### src/ptu_regs.vh
// Constants of the paging translation unit: register offsets, entry
// fields, error code layout, vectors and reset values.
// Assumes inclusion by bare name from the unit's source file.
`ifndef PTU_REGS_VH
`define PTU_REGS_VH

// ==========================================================
// Register byte offsets on the Avalon slave
`define PTU_OFS_CTRL 4'h0
`define PTU_OFS_DIRB 4'h4
`define PTU_OFS_FADDR 4'h8
`define PTU_OFS_STAT 4'hC

// ==========================================================
// Control and reset values
`define PTU_CTRL_PG_BIT 0
`define PTU_RST_CTRL 1'b0
`define PTU_RST_DIRB 32'h0000_0000

// ==========================================================
// Directory and table entry fields
`define PTU_E_P 0
`define PTU_E_RW 1
`define PTU_E_US 2
`define PTU_E_A 5
`define PTU_E_D 6

// ==========================================================
// Error code fields and exception vectors
`define PTU_EC_P 0
`define PTU_EC_WR 1
`define PTU_EC_US 2
`define PTU_VEC_PF 8'h0E
`define PTU_VEC_GP 8'h0D

// ==========================================================
// V86 offset limit: offsets at or above this fault
`define PTU_V86_LIMIT 33'h0_0001_0000

`endif

### src/ptu_top.v
// Paging translation unit: 32-entry four-way translation cache, two-level
// walk with locked accessed/dirty updates, page fault reporting, V86 base.
// Assumes requester and memory port share clk; memory answers with mem_ack.
//
// Our own choices: the placing of the registers and register access over Avalon-MM.
`timescale 1ns/1ps
`default_nettype none
`include "ptu_regs.vh"

module ptu_top (
    input wire clk,
    input wire reset_n,
    input wire [3:0] avs_address,
    input wire avs_read,
    input wire avs_write,
    input wire [31:0] avs_writedata,
    output reg [31:0] avs_readdata,
    output reg avs_waitrequest,
    input wire req_valid,
    output reg req_ready,
    input wire [31:0] req_base,
    input wire [15:0] req_seg,
    input wire [31:0] req_offset,
    input wire req_v86,
    input wire req_write,
    input wire req_user,
    input wire req_dt,
    output reg rsp_valid,
    output reg rsp_fault,
    output reg [7:0] rsp_vector,
    output reg [15:0] rsp_error,
    output reg [31:0] rsp_phys,
    input wire ts_load,
    input wire [31:0] ts_dir_base,
    output reg mem_req,
    output reg mem_we,
    output reg mem_lock,
    output reg [31:0] mem_addr,
    output reg [31:0] mem_wdata,
    input wire mem_ack,
    input wire [31:0] mem_rdata
);

    // ==========================================================
    // States
    localparam [2:0] S_IDLE = 3'd0;
    localparam [2:0] S_LOOK = 3'd1;
    localparam [2:0] S_PDE = 3'd2;
    localparam [2:0] S_PDEW = 3'd3;
    localparam [2:0] S_PTE = 3'd4;
    localparam [2:0] S_PTEW = 3'd5;

    // ==========================================================
    // Storage
    reg [2:0] state;
    reg pg_en;
    reg [31:0] dir_base;
    reg [31:0] fault_address_register;
    reg [15:0] last_error;
    reg [31:0] lin;
    reg acc_wr;
    reg acc_usr;
    reg [31:0] pde;
    reg [31:0] pte_new;
    reg [19:0] t_vpn [0:31];
    reg [19:0] t_frame [0:31];
    reg [1:0] t_age [0:31];
    reg [31:0] t_v;
    reg [31:0] t_d;
    reg [31:0] t_u;
    reg [31:0] t_rw;
    integer k;

    // Page protection check; supervisor bypasses page protection
    function prot_bad;
        input u;
        input rw;
        input usr;
        input wr;
        begin
            prot_bad = usr & (~u | (wr & ~rw));
        end
    endfunction

    // ==========================================================
    // Linear address formation for an incoming request
    reg [31:0] lin_in;
    reg v86_over;
    always @* begin
        if (req_v86) begin
            lin_in = {12'h000, req_seg, 4'h0} + req_offset;
        end else begin
            lin_in = req_base + req_offset;
        end
        v86_over = req_v86 && ({1'b0, req_offset} >= `PTU_V86_LIMIT);
    end

    // ==========================================================
    // Tag lookup within the selected set, and victim choice
    reg hit;
    reg [4:0] hit_idx;
    reg [4:0] vic_idx;
    reg vic_found;
    reg [4:0] ci;
    integer w;
    always @* begin
        hit = 1'b0;
        hit_idx = 5'd0;
        vic_idx = {lin[14:12], 2'd0};
        vic_found = 1'b0;
        ci = 5'd0;
        for (w = 0; w < 4; w = w + 1) begin
            ci = {lin[14:12], w[1:0]};
            // Full 20-bit tag kept so a hit never aliases
            if (t_v[ci] && t_vpn[ci] == lin[31:12]) begin
                hit = 1'b1;
                hit_idx = ci;
            end
        end
        // Invalid way first, otherwise the oldest way
        for (w = 3; w >= 0; w = w - 1) begin
            ci = {lin[14:12], w[1:0]};
            if (!t_v[ci] && !vic_found) begin
                vic_idx = ci;
                vic_found = 1'b1;
            end
        end
        for (w = 0; w < 4; w = w + 1) begin
            ci = {lin[14:12], w[1:0]};
            if (!vic_found && t_age[ci] == 2'd3) begin
                vic_idx = ci;
            end
        end
    end

    wire [31:0] pde_addr = {dir_base[31:12], lin[31:22], 2'b00};
    wire [31:0] pte_addr = {pde[31:12], lin[21:12], 2'b00};
    wire eff_u = pde[`PTU_E_US] & mem_rdata[`PTU_E_US];
    wire eff_rw = pde[`PTU_E_RW] & mem_rdata[`PTU_E_RW];
    wire hit_bad = prot_bad(t_u[hit_idx], t_rw[hit_idx], acc_usr, acc_wr);
    wire walk_bad = prot_bad(eff_u, eff_rw, acc_usr, acc_wr);
    wire mem_done = mem_req & mem_ack;

    // Register read mux
    reg [31:0] rd_mux;
    always @* begin
        case (avs_address)
            `PTU_OFS_CTRL: rd_mux = {31'd0, pg_en};
            `PTU_OFS_DIRB: rd_mux = dir_base;
            `PTU_OFS_FADDR: rd_mux = fault_address_register;
            `PTU_OFS_STAT: rd_mux = {12'h000, ~req_ready, state, last_error};
            default: rd_mux = 32'h0000_0000;
        endcase
    end

    // ==========================================================
    // Response helpers
    task finish_ok;
        input [31:0] phys;
        begin
            rsp_valid <= 1'b1;
            rsp_fault <= 1'b0;
            rsp_phys <= phys;
            mem_lock <= 1'b0;
            req_ready <= 1'b1;
            state <= S_IDLE;
        end
    endtask

    // Abort: no cache fill and no further bus cycle, so a retry is clean
    task finish_pf;
        input cause;
        begin
            rsp_valid <= 1'b1;
            rsp_fault <= 1'b1;
            rsp_vector <= `PTU_VEC_PF;
            rsp_error <= {13'h0000, acc_usr, acc_wr, cause};
            last_error <= {13'h0000, acc_usr, acc_wr, cause};
            fault_address_register <= lin;
            mem_lock <= 1'b0;
            req_ready <= 1'b1;
            state <= S_IDLE;
        end
    endtask

    // Mark one way most recent and age the younger ones
    task touch;
        input [4:0] idx;
        integer j;
        begin
            for (j = 0; j < 4; j = j + 1) begin
                if (t_age[{idx[4:2], j[1:0]}] < t_age[idx]) begin
                    t_age[{idx[4:2], j[1:0]}] <= t_age[{idx[4:2], j[1:0]}] + 2'd1;
                end
            end
            t_age[idx] <= 2'd0;
        end
    endtask

    // Fill the victim way from the final table entry
    task fill;
        input [31:0] e;
        begin
            t_v[vic_idx] <= 1'b1;
            t_vpn[vic_idx] <= lin[31:12];
            t_frame[vic_idx] <= e[31:12];
            t_d[vic_idx] <= e[`PTU_E_D];
            t_u[vic_idx] <= pde[`PTU_E_US] & e[`PTU_E_US];
            t_rw[vic_idx] <= pde[`PTU_E_RW] & e[`PTU_E_RW];
            touch(vic_idx);
        end
    endtask

    // ==========================================================
    // Main sequencer, register slave and cache maintenance
    always @(posedge clk or negedge reset_n) begin
        if (!reset_n) begin
            state <= S_IDLE;
            pg_en <= `PTU_RST_CTRL;
            dir_base <= `PTU_RST_DIRB;
            fault_address_register <= 32'h0000_0000;
            last_error <= 16'h0000;
            lin <= 32'h0000_0000;
            acc_wr <= 1'b0;
            acc_usr <= 1'b0;
            pde <= 32'h0000_0000;
            pte_new <= 32'h0000_0000;
            t_v <= 32'h0000_0000;
            t_d <= 32'h0000_0000;
            t_u <= 32'h0000_0000;
            t_rw <= 32'h0000_0000;
            for (k = 0; k < 32; k = k + 1) begin
                t_age[k] <= k[1:0];
            end
            avs_readdata <= 32'h0000_0000;
            avs_waitrequest <= 1'b1;
            req_ready <= 1'b0;
            rsp_valid <= 1'b0;
            rsp_fault <= 1'b0;
            rsp_vector <= 8'h00;
            rsp_error <= 16'h0000;
            rsp_phys <= 32'h0000_0000;
            mem_req <= 1'b0;
            mem_we <= 1'b0;
            mem_lock <= 1'b0;
            mem_addr <= 32'h0000_0000;
            mem_wdata <= 32'h0000_0000;
        end else begin
            rsp_valid <= 1'b0;
            case (state)
                S_IDLE: begin
                    req_ready <= 1'b1;
                    if (req_valid && req_ready) begin
                        lin <= lin_in;
                        acc_wr <= req_write;
                        acc_usr <= req_user & ~req_dt;
                        if (v86_over) begin
                            rsp_valid <= 1'b1;
                            rsp_fault <= 1'b1;
                            rsp_vector <= `PTU_VEC_GP;
                            rsp_error <= 16'h0000;
                        end else if (!pg_en) begin
                            rsp_valid <= 1'b1;
                            rsp_fault <= 1'b0;
                            rsp_phys <= lin_in;
                        end else begin
                            req_ready <= 1'b0;
                            state <= S_LOOK;
                        end
                    end
                end
                S_LOOK: begin
                    if (hit && hit_bad) begin
                        finish_pf(1'b1);
                    end else if (hit && !(acc_wr && !t_d[hit_idx])) begin
                        finish_ok({t_frame[hit_idx], lin[11:0]});
                        touch(hit_idx);
                    end else begin
                        // Miss, or first write to a clean page: walk
                        if (hit) begin
                            t_v[hit_idx] <= 1'b0;
                        end
                        mem_req <= 1'b1;
                        mem_we <= 1'b0;
                        mem_lock <= 1'b1;
                        mem_addr <= pde_addr;
                        state <= S_PDE;
                    end
                end
                S_PDE: begin
                    if (mem_done) begin
                        pde <= mem_rdata;
                        if (!mem_rdata[`PTU_E_P]) begin
                            mem_req <= 1'b0;
                            finish_pf(1'b0);
                        end else if (!mem_rdata[`PTU_E_A]) begin
                            mem_we <= 1'b1;
                            mem_wdata <= mem_rdata | (32'd1 << `PTU_E_A);
                            state <= S_PDEW;
                        end else begin
                            mem_addr <= {mem_rdata[31:12], lin[21:12], 2'b00};
                            state <= S_PTE;
                        end
                    end
                end
                S_PDEW: begin
                    if (mem_done) begin
                        mem_we <= 1'b0;
                        mem_addr <= pte_addr;
                        state <= S_PTE;
                    end
                end
                S_PTE: begin
                    if (mem_done) begin
                        pte_new <= mem_rdata | (32'd1 << `PTU_E_A)
                            | ({31'd0, acc_wr} << `PTU_E_D);
                        if (!mem_rdata[`PTU_E_P]) begin
                            mem_req <= 1'b0;
                            finish_pf(1'b0);
                        end else if (walk_bad) begin
                            mem_req <= 1'b0;
                            finish_pf(1'b1);
                        end else if (!mem_rdata[`PTU_E_A] || (acc_wr && !mem_rdata[`PTU_E_D])) begin
                            mem_we <= 1'b1;
                            mem_wdata <= mem_rdata | (32'd1 << `PTU_E_A)
                                | ({31'd0, acc_wr} << `PTU_E_D);
                            state <= S_PTEW;
                        end else begin
                            mem_req <= 1'b0;
                            fill(mem_rdata);
                            finish_ok({mem_rdata[31:12], lin[11:0]});
                        end
                    end
                end
                S_PTEW: begin
                    if (mem_done) begin
                        mem_req <= 1'b0;
                        mem_we <= 1'b0;
                        fill(pte_new);
                        finish_ok({pte_new[31:12], lin[11:0]});
                    end
                end
                default: begin
                    state <= S_IDLE;
                end
            endcase

            // Avalon slave: one wait cycle, then the access completes
            if ((avs_read || avs_write) && avs_waitrequest) begin
                avs_waitrequest <= 1'b0;
                avs_readdata <= rd_mux;
            end else begin
                avs_waitrequest <= 1'b1;
            end
            if (avs_write && !avs_waitrequest) begin
                if (avs_address == `PTU_OFS_CTRL) begin
                    pg_en <= avs_writedata[`PTU_CTRL_PG_BIT];
                end
                if (avs_address == `PTU_OFS_DIRB) begin
                    dir_base <= {avs_writedata[31:12], 12'h000};
                    t_v <= 32'h0000_0000;
                end
            end
            // Task switch wins over a same-cycle register write
            if (ts_load) begin
                dir_base <= {ts_dir_base[31:12], 12'h000};
                t_v <= 32'h0000_0000;
            end
        end
    end

endmodule
`default_nettype wire

### config.mk
export PLATFORM = sky130hd
export DESIGN_NAME = ptu_top
export DESIGN_NICKNAME = d
export VERILOG_FILES = /design/src/ptu_top.v
export VERILOG_INCLUDE_DIRS = /design/src /design/src/src
export SDC_FILE = /design/constraint.sdc
export NUM_CORES = 2
export LEC_CHECK = 0
export BUFFER_PORTS_ARGS = -buffer_cell sky130_fd_sc_hd__buf_2
export CELL_PAD_IN_SITES_DETAIL_PLACEMENT = 1
export CELL_PAD_IN_SITES_GLOBAL_PLACEMENT = 1
export CORE_UTILIZATION = 30
export DETAILED_ROUTE_END_ITERATION = 10
export GPL_TIMING_DRIVEN = 0
export PLACE_DENSITY = 0.56
export SETUP_SLACK_MARGIN = 0.4
export SLEW_MARGIN = 40
export SYNTH_ARGS = -nofsm -noshare
export SYNTH_HDL_FRONTEND = slang
export SYNTH_SLANG_ARGS = --single-unit
### constraint.sdc
create_clock -name clk -period 9 [get_ports clk]
set_clock_uncertainty 0.15 [all_clocks]
set_input_delay 0.9 -clock clk [delete_from_list [all_inputs] [get_ports clk]]
set_output_delay 0.9 -clock clk [all_outputs]
set_load 0.005 [all_outputs]
Word level (Yosys, flattened, before mapping)
Cells that the tools add are included.
{"block": "classes", "mux": 367, "n_lt_le_gt_ge": 41, "n_eq_ne": 42, "bitwise": 41, "addsub": 10, "n_reduce_logical": 78}
{"operator": "two-way mux 640 bit", "n": 10}
{"operator": "two-way mux 64 bit", "n": 58}
{"operator": "case mux 640 bit (2 select lines)", "n": 2}
{"operator": "bitwise mux 640 bit", "n": 3}
{"operator": "two-way mux 32 bit", "n": 59}
{"operator": "bitwise mux 64 bit", "n": 11}
{"operator": "binary-select mux 20 bit (select 5 bit)", "n": 5}
{"operator": "case mux 32 bit (3 select lines)", "n": 3}
{"operator": "case mux 32 bit (2 select lines)", "n": 4}
{"operator": "case mux 32 bit (4 select lines)", "n": 2}
{"operator": "two-way mux 20 bit", "n": 11}
{"operator": "bitwise AND 64 bit", "n": 3}
{"operator": "bitwise mux 32 bit", "n": 6}
{"operator": "case mux 64 bit (3 select lines)", "n": 1}
{"operator": "binary-select mux 2 bit (select 5 bit)", "n": 14}
{"operator": "two-way mux 16 bit", "n": 8}
{"operator": "NOT 64 bit", "n": 2}
{"operator": "demux 2 bit (select 5 bit)", "n": 10}
{"operator": "demux 20 bit (select 5 bit)", "n": 1}
{"operator": "two-way mux 2 bit", "n": 48}
{"operator": "greater-or-equal comparator 6 bit, second input constant", "n": 14}
{"operator": "NOT 5 -> 6 bit", "n": 14}
{"operator": "== test 20 bit", "n": 4}
{"operator": "two-way mux 1 bit", "n": 68}
{"operator": "53 further kinds", "n": 218}
{"block": "totals", "out_inout_bits": 159, "inputBits": 191, "reg_bits": 1813}

Longest topological paths before layout
{"block": "logic_depth", "ltp_word": 55, "depth_mapped": 37, "ltp_nobuf": 21}

Worst setup path after synthesis
No wires, ideal clock.
{"block": "synth_timing", "kind": "register to register", "start": "register lin[12]", "end": "register t_age[20] (netlist name)", "n_path_buf": 15, "path_stages_with_launch": 34, "period_less_slack_ns": 8.935, "slack_ns": 0.065, "arrival_time_ns": 8.711, "setup_time_ns": 0.073, "cell_sequence": "dfrtp_1 -> buf_6 -> buf_6 -> buf_6 -> buf_6 -> buf_6 -> buf_6 -> buf_6 -> buf_2 -> clkbuf_1 -> clkbuf_1 -> clkbuf_1 -> clkbuf_1 -> clkbuf_1 -> buf_1 -> mux2i_1 -> nor2_1 -> a21oi_1 -> o221ai_1 -> ha_1 -> inv_1 -> nand2_1 -> o221ai_1 -> clkbuf_1 -> mux2i_1 -> a21oi_1 -> o22ai_1 -> or4_1 -> ha_1 -> a2111oi_0 -> a22oi_1 -> nor2_1 -> a21oi_1 -> o2bb2ai_1"}
{"block": "synth_via", "elab_chain_cells": 55, "word_cells_on_any_way": 281, "classes_between": "add/sub: 8; order compare: 28; eq/ne: 10; mux: 178; bitwise: 24; reduce/logical: 33"}
{"item": "start: declaration", "line_no": "ptu_top.v:60", "text": "reg [31:0] lin;"}
{"item": "start signal: assignment", "line_no": "ptu_top.v:254", "text": "lin <= lin_in;"}
{"item": "binary-select mux 1 bit (select 3 bit)", "line_no": "ptu_top.v:115, ptu_top.v:123"}
{"item": "two-way mux 1 bit (implied by the code)", "line_no": "ptu_top.v:115, ptu_top.v:123"}
{"item": "logical NOT 1 bit", "line_no": "ptu_top.v:123", "text": "if (!t_v[ci] && !vic_found) begin"}
{"item": "logical AND 1 bit", "line_no": "ptu_top.v:123"}
{"item": "two-way mux 1 bit", "line_no": "ptu_top.v:123"}
{"item": "logical NOT 1 bit", "line_no": "ptu_top.v:123"}
{"item": "logical AND 1 bit", "line_no": "ptu_top.v:123"}
{"item": "two-way mux 1 bit", "line_no": "ptu_top.v:123"}
{"item": "[... 39 more ...]"}
{"item": "two-way mux 64 bit", "line_no": "ptu_top.v:314", "text": "if (mem_done) begin"}
{"item": "two-way mux 64 bit", "line_no": "ptu_top.v:250", "text": "case (state)"}
{"item": "bitwise AND 64 bit (no source line)"}
{"item": "two-way mux 64 bit", "line_no": "ptu_top.v:323", "text": "end else if (!mem_rdata[`PTU_E_A] || (acc_wr && !mem_rdata[`PTU_E_D])) begin"}
{"item": "two-way mux 64 bit", "line_no": "ptu_top.v:320", "text": "end else if (walk_bad) begin"}
{"item": "two-way mux 64 bit", "line_no": "ptu_top.v:317", "text": "if (!mem_rdata[`PTU_E_P]) begin"}
{"item": "two-way mux 64 bit", "line_no": "ptu_top.v:314"}
{"item": "case mux 64 bit (3 select lines)", "line_no": "ptu_top.v:250"}
{"item": "end signal: indexed assignment", "line_no": "ptu_top.v:233", "text": "t_age[k] <= k[1:0];"}
{"item": "end: declaration", "line_no": "ptu_top.v:67", "text": "reg [1:0] t_age [0:31];"}
Parallel ways exist; a longest one is shown, timed or not. The select of a mux whose other input is x is not followed.
A chain may end at the register's enable or synchronous reset.

Worst setup path in the final report
{"block": "layout_timing", "start": "register lin[12]", "end": "register t_age[37] (netlist name)"}
The elaborated chain is that of the path after synthesis.

==> run_results.csv <==
group,metric,value,unit
grt,grt_usage,0.311,
job,cap_violations,0,
floorplan,rows,192,
finish,nFillCells,29410,
finish,fin_nets,8085,
timing,setup_tns,0,ns
synthesis,synth_ff_type,"edfxtp_1",
pwr,p_leak,38.3,nW
critical_path,slowest_stage,"a222oi_1",
pwr,p_per_area,175,mW/mm^2
detailed_routing,drt_iter0_drc,9345,
cts,cts_tree,"done",
grt,grt_max_degree,74,
timing,fin_crit,8.58,ns
cts,clkTransAtPathRegs,0.06,ns
pwr,seq_power_share,0.485,
placement,place.gp.congestion,1.00,
cts,htreeDepth,4,
finish,final_area,0.102,sq mm
timing,fmax,117,MHz
critical_path,critPathRequiredTime,9.70,ns
run_status,outcome,"completed",
pwr,swShare,0.231,
finish,ff_latch_area,0.0503,sq mm
floorplan,die_h,527,um
timing,fin_ws,0.420,ns
critical_path,path_class,"reg2reg",
pwr,pwr-share-comb,0.035,
pwr,clkPwrFrac,0.480,
grt,grt.overflow.total,0,
min_path,worst_hold_path_type,"in2reg",
synthesis,ys_types,113,
synthesis,syn_area_per_cell,11.7,sq um
finish,instances_no_fill,11695,
cts,cts_buffers,199,
pwr,internal-power,13.6,mW
placement,dp_hpwl,326,mm
grt,grt_pass1_vias,68998,
timing,relSlewSlack,0.314,
detailed_routing,vias,69499,
critical_path,arrival,9.28,ns
synthesis,syn_area,0.0828,sq mm
detailed_routing,drc_errors,0,
timing,slew_viol_final,0,
placement,dpl-instance-area,0.0938,sq mm
cts,cts.path.max_buffers,4,
detailed_routing,viasPerCell,5.94,
synthesis,ys_ff_latch,1749,
finish,final_common_cell,"edfxtp_1",
finish,multi_input_area,0.0309,sq mm
floorplan,ios,350,
critical_path,crit_path_start,"lin[12]$_DFFE_PN0P_",
critical_path,critPathCaptureType,"flip-flop",
floorplan,die_area,0.278,sq mm
critical_path,r2r_start,"lin[12]$_DFFE_PN0P_",
cts,clkLatencyLatePin,0.94,ns
detailed_routing,drt_wl_total,444,mm
pwr,switching_power,4.09,mW
critical_path,startpoint_type,"flip-flop",
floorplan,die_x,527,um
timing,max_slew.worst_pin.slew,1.02,ns
floorplan,core-area,0.274,sq mm
critical_path,cpPeakStageDelay,0.46,ns
pwr,ir_drop,141,uV
finish,syn_to_final_growth,22.6,%
synthesis,syn_inst,7092,
grt,grt_pass1_wl,595,mm
timing,setup_viol,0,
min_path,hp-start,"req_write",
synthesis,synth-edff-count,1280,
synthesis,seq_area_frac_synth,0.606,
detailed_routing,wl_per_cell,38.0,um
detailed_routing,antenna_left,0,
cts,cts_root_buffer,"clkbuf_16",
detailed_routing,drtPass1Iterations,8,
timing,rsz0062_at_grt,"no",
finish,most-common-layout-cells,"1280 x edfxtp_1, 959 x nor2_1, 662 x nand2_1",
floorplan,start_util,0.302,
synthesis,yosysWarnings,0,
finish,layout-drive-gt1-share,0.219,
cts,cts_sinks,1749,
pwr,design_power_total,17.7,mW
placement,pre_cts_slack,-3.39,ns
synthesis,async_flop_share,0.268,
critical_path,cp_max_fo,19,
placement,dp.cells,11284,
grt,antenna_found_initial,26,
timing,fin_crit_sh,0.953,
placement,port_buffers,304,
timing,hold_viol,0,
## power by group through the flow
stage | Combinational, mW | Sequential (mW) | Clock (mW)
finish | 0.624 | 8.60 | 8.51
global route | 0.655 | 8.60 | 8.81
CTS | 0.613 | 8.60 | 8.55
detailed placement | 0.609 | 8.77 | 0
global placement | 0.572 | 8.77 | 0
floorplan | 0.263 | 8.75 | 0
## Yosys cell counts (29+ instances only)
master / instances / area share
a211oi_1: 43 / 0.0039
a21oi_1: 391 / 0.024
a221o_1: 29 / 0.0035
a221oi_1: 40 / 0.0042
a22o_1: 38 / 0.0040
a22oi_1: 127 / 0.012
a31oi_1: 80 / 0.0060
and2_1: 30 / 0.0023
buf_1: 49 / 0.0022
buf_2: 78 / 0.0047
buf_4: 43 / 0.0039
clkbuf_1: 374 / 0.017
dfrtp_1: 436 / 0.13
dfstp_2: 33 / 0.010
edfxtp_1: 1280 / 0.46
ha_1: 59 / 0.0089
inv_1: 53 / 0.0024
mux2_2: 219 / 0.030
mux2_4: 30 / 0.0054
mux2i_1: 383 / 0.046
mux4_2: 48 / 0.013
nand2_1: 674 / 0.031
nand2b_1: 32 / 0.0024
nand3_1: 145 / 0.0088
nor2_1: 1002 / 0.045
nor2b_1: 51 / 0.0039
nor3_1: 96 / 0.0058
o211ai_1: 79 / 0.0072
o21ai_0: 457 / 0.028
o22ai_1: 64 / 0.0048
o2bb2ai_1: 29 / 0.0031
xnor2_1: 57 / 0.0060
xor2_1: 37 / 0.0039
## registers in the layout, summed over array words and instances, names as in the netlist, 30 cells and up
register,count
mem_addr,30
fault_address_register,32
t_age,64
t_rw,32
avs_readdata,32
t_d,32
t_u,32
t_vpn,640
rsp_phys,32
mem_wdata,32
lin,32
t_frame,640
t_v,32
## final timing paths
kind	cells after the start	end	slack, ns
max	31	t_age[37]$_DFFE_PN0P_	0.42
min	3	acc_wr$_DFFE_PN0P_	0.03
max reg2reg	31	t_age[37]$_DFFE_PN0P_	0.42
min reg2reg	1	mem_wdata[0]$_DFFE_PN0P_	0.32
max in group asynchronous	6	mem_addr[25]$_DFFE_PN0P_	6.50
min in group asynchronous	2	t_u[21]$_DFFE_PN0P_	0.32
## routing by layer
layer / GRT usage / wire length [um] / up-vias
met5: 0 / 210 / -
met4: 0.182 / 30000 / 18
met3: 0.0811 / 47000 / 1098
met2: 0.473 / 193000 / 4410
met1: 0.399 / 174000 / 36155
li1: - / - / 27818
## through the flow
step                       util  hold slack, ns
after detailed placement  0.342           0.301
after CTS                 0.369          0.0109
after global placement    0.325           0.296
final                     0.370          0.0266
after global routing      0.370          0.0543
after floorplan               -           0.292
## final cells by class
| class | count | area share |
|---|---|---|
| Tap cell | 3686 | 0.0454 |
| Sequential cell | 1749 | 0.495 |
| Timing Repair Buffer | 522 | 0.0554 |
| Inverter | 55 | 0.00208 |
| Antenna cell | 18 | 0.000444 |
| Multi-Input combinational cell | 4740 | 0.304 |
| Clock buffer | 243 | 0.0520 |
| Clock inverter | 116 | 0.0126 |
| Buffer | 566 | 0.0327 |
## critical path, delay by kind of cell (launching register included)
kind	cells	cell delay [ns]
buffers and inverters	13	3.16
AND/OR/NAND/NOR	9	2.48
AO/OA/AOI/OAI	8	1.81
flip-flops	1	0.44
adder cells (fa/ha/maj)	1	0.31
## cells by family after synthesis
group                      after synthesis  synth area share
AOI/OAI and AO/OA                     1654             0.129
xor gates and xnor gates                94           0.00994
adders and majority gates               61           0.00940
buffers and inverters                  621            0.0333
DFF                                   1749             0.606
muxes                                  683            0.0950
other                                    1         0.0000453
and+or+nand+nor                       2229             0.117
## repair_timing
| item | CTS | global route |
|---|---|---|
| resized for setup | 158 | 63 |
| endpoints found under the hold margin | 30 | 0 |
| hold buffers | 1 | 0 |
| pin swaps | 15 | 15 |
| setup buffers | 19 | 13 |
| setup endpoints to repair | 1751 | 93 |
| cloned | 1 | 0 |
No activity file was read; power rests on OpenSTA's default activity.
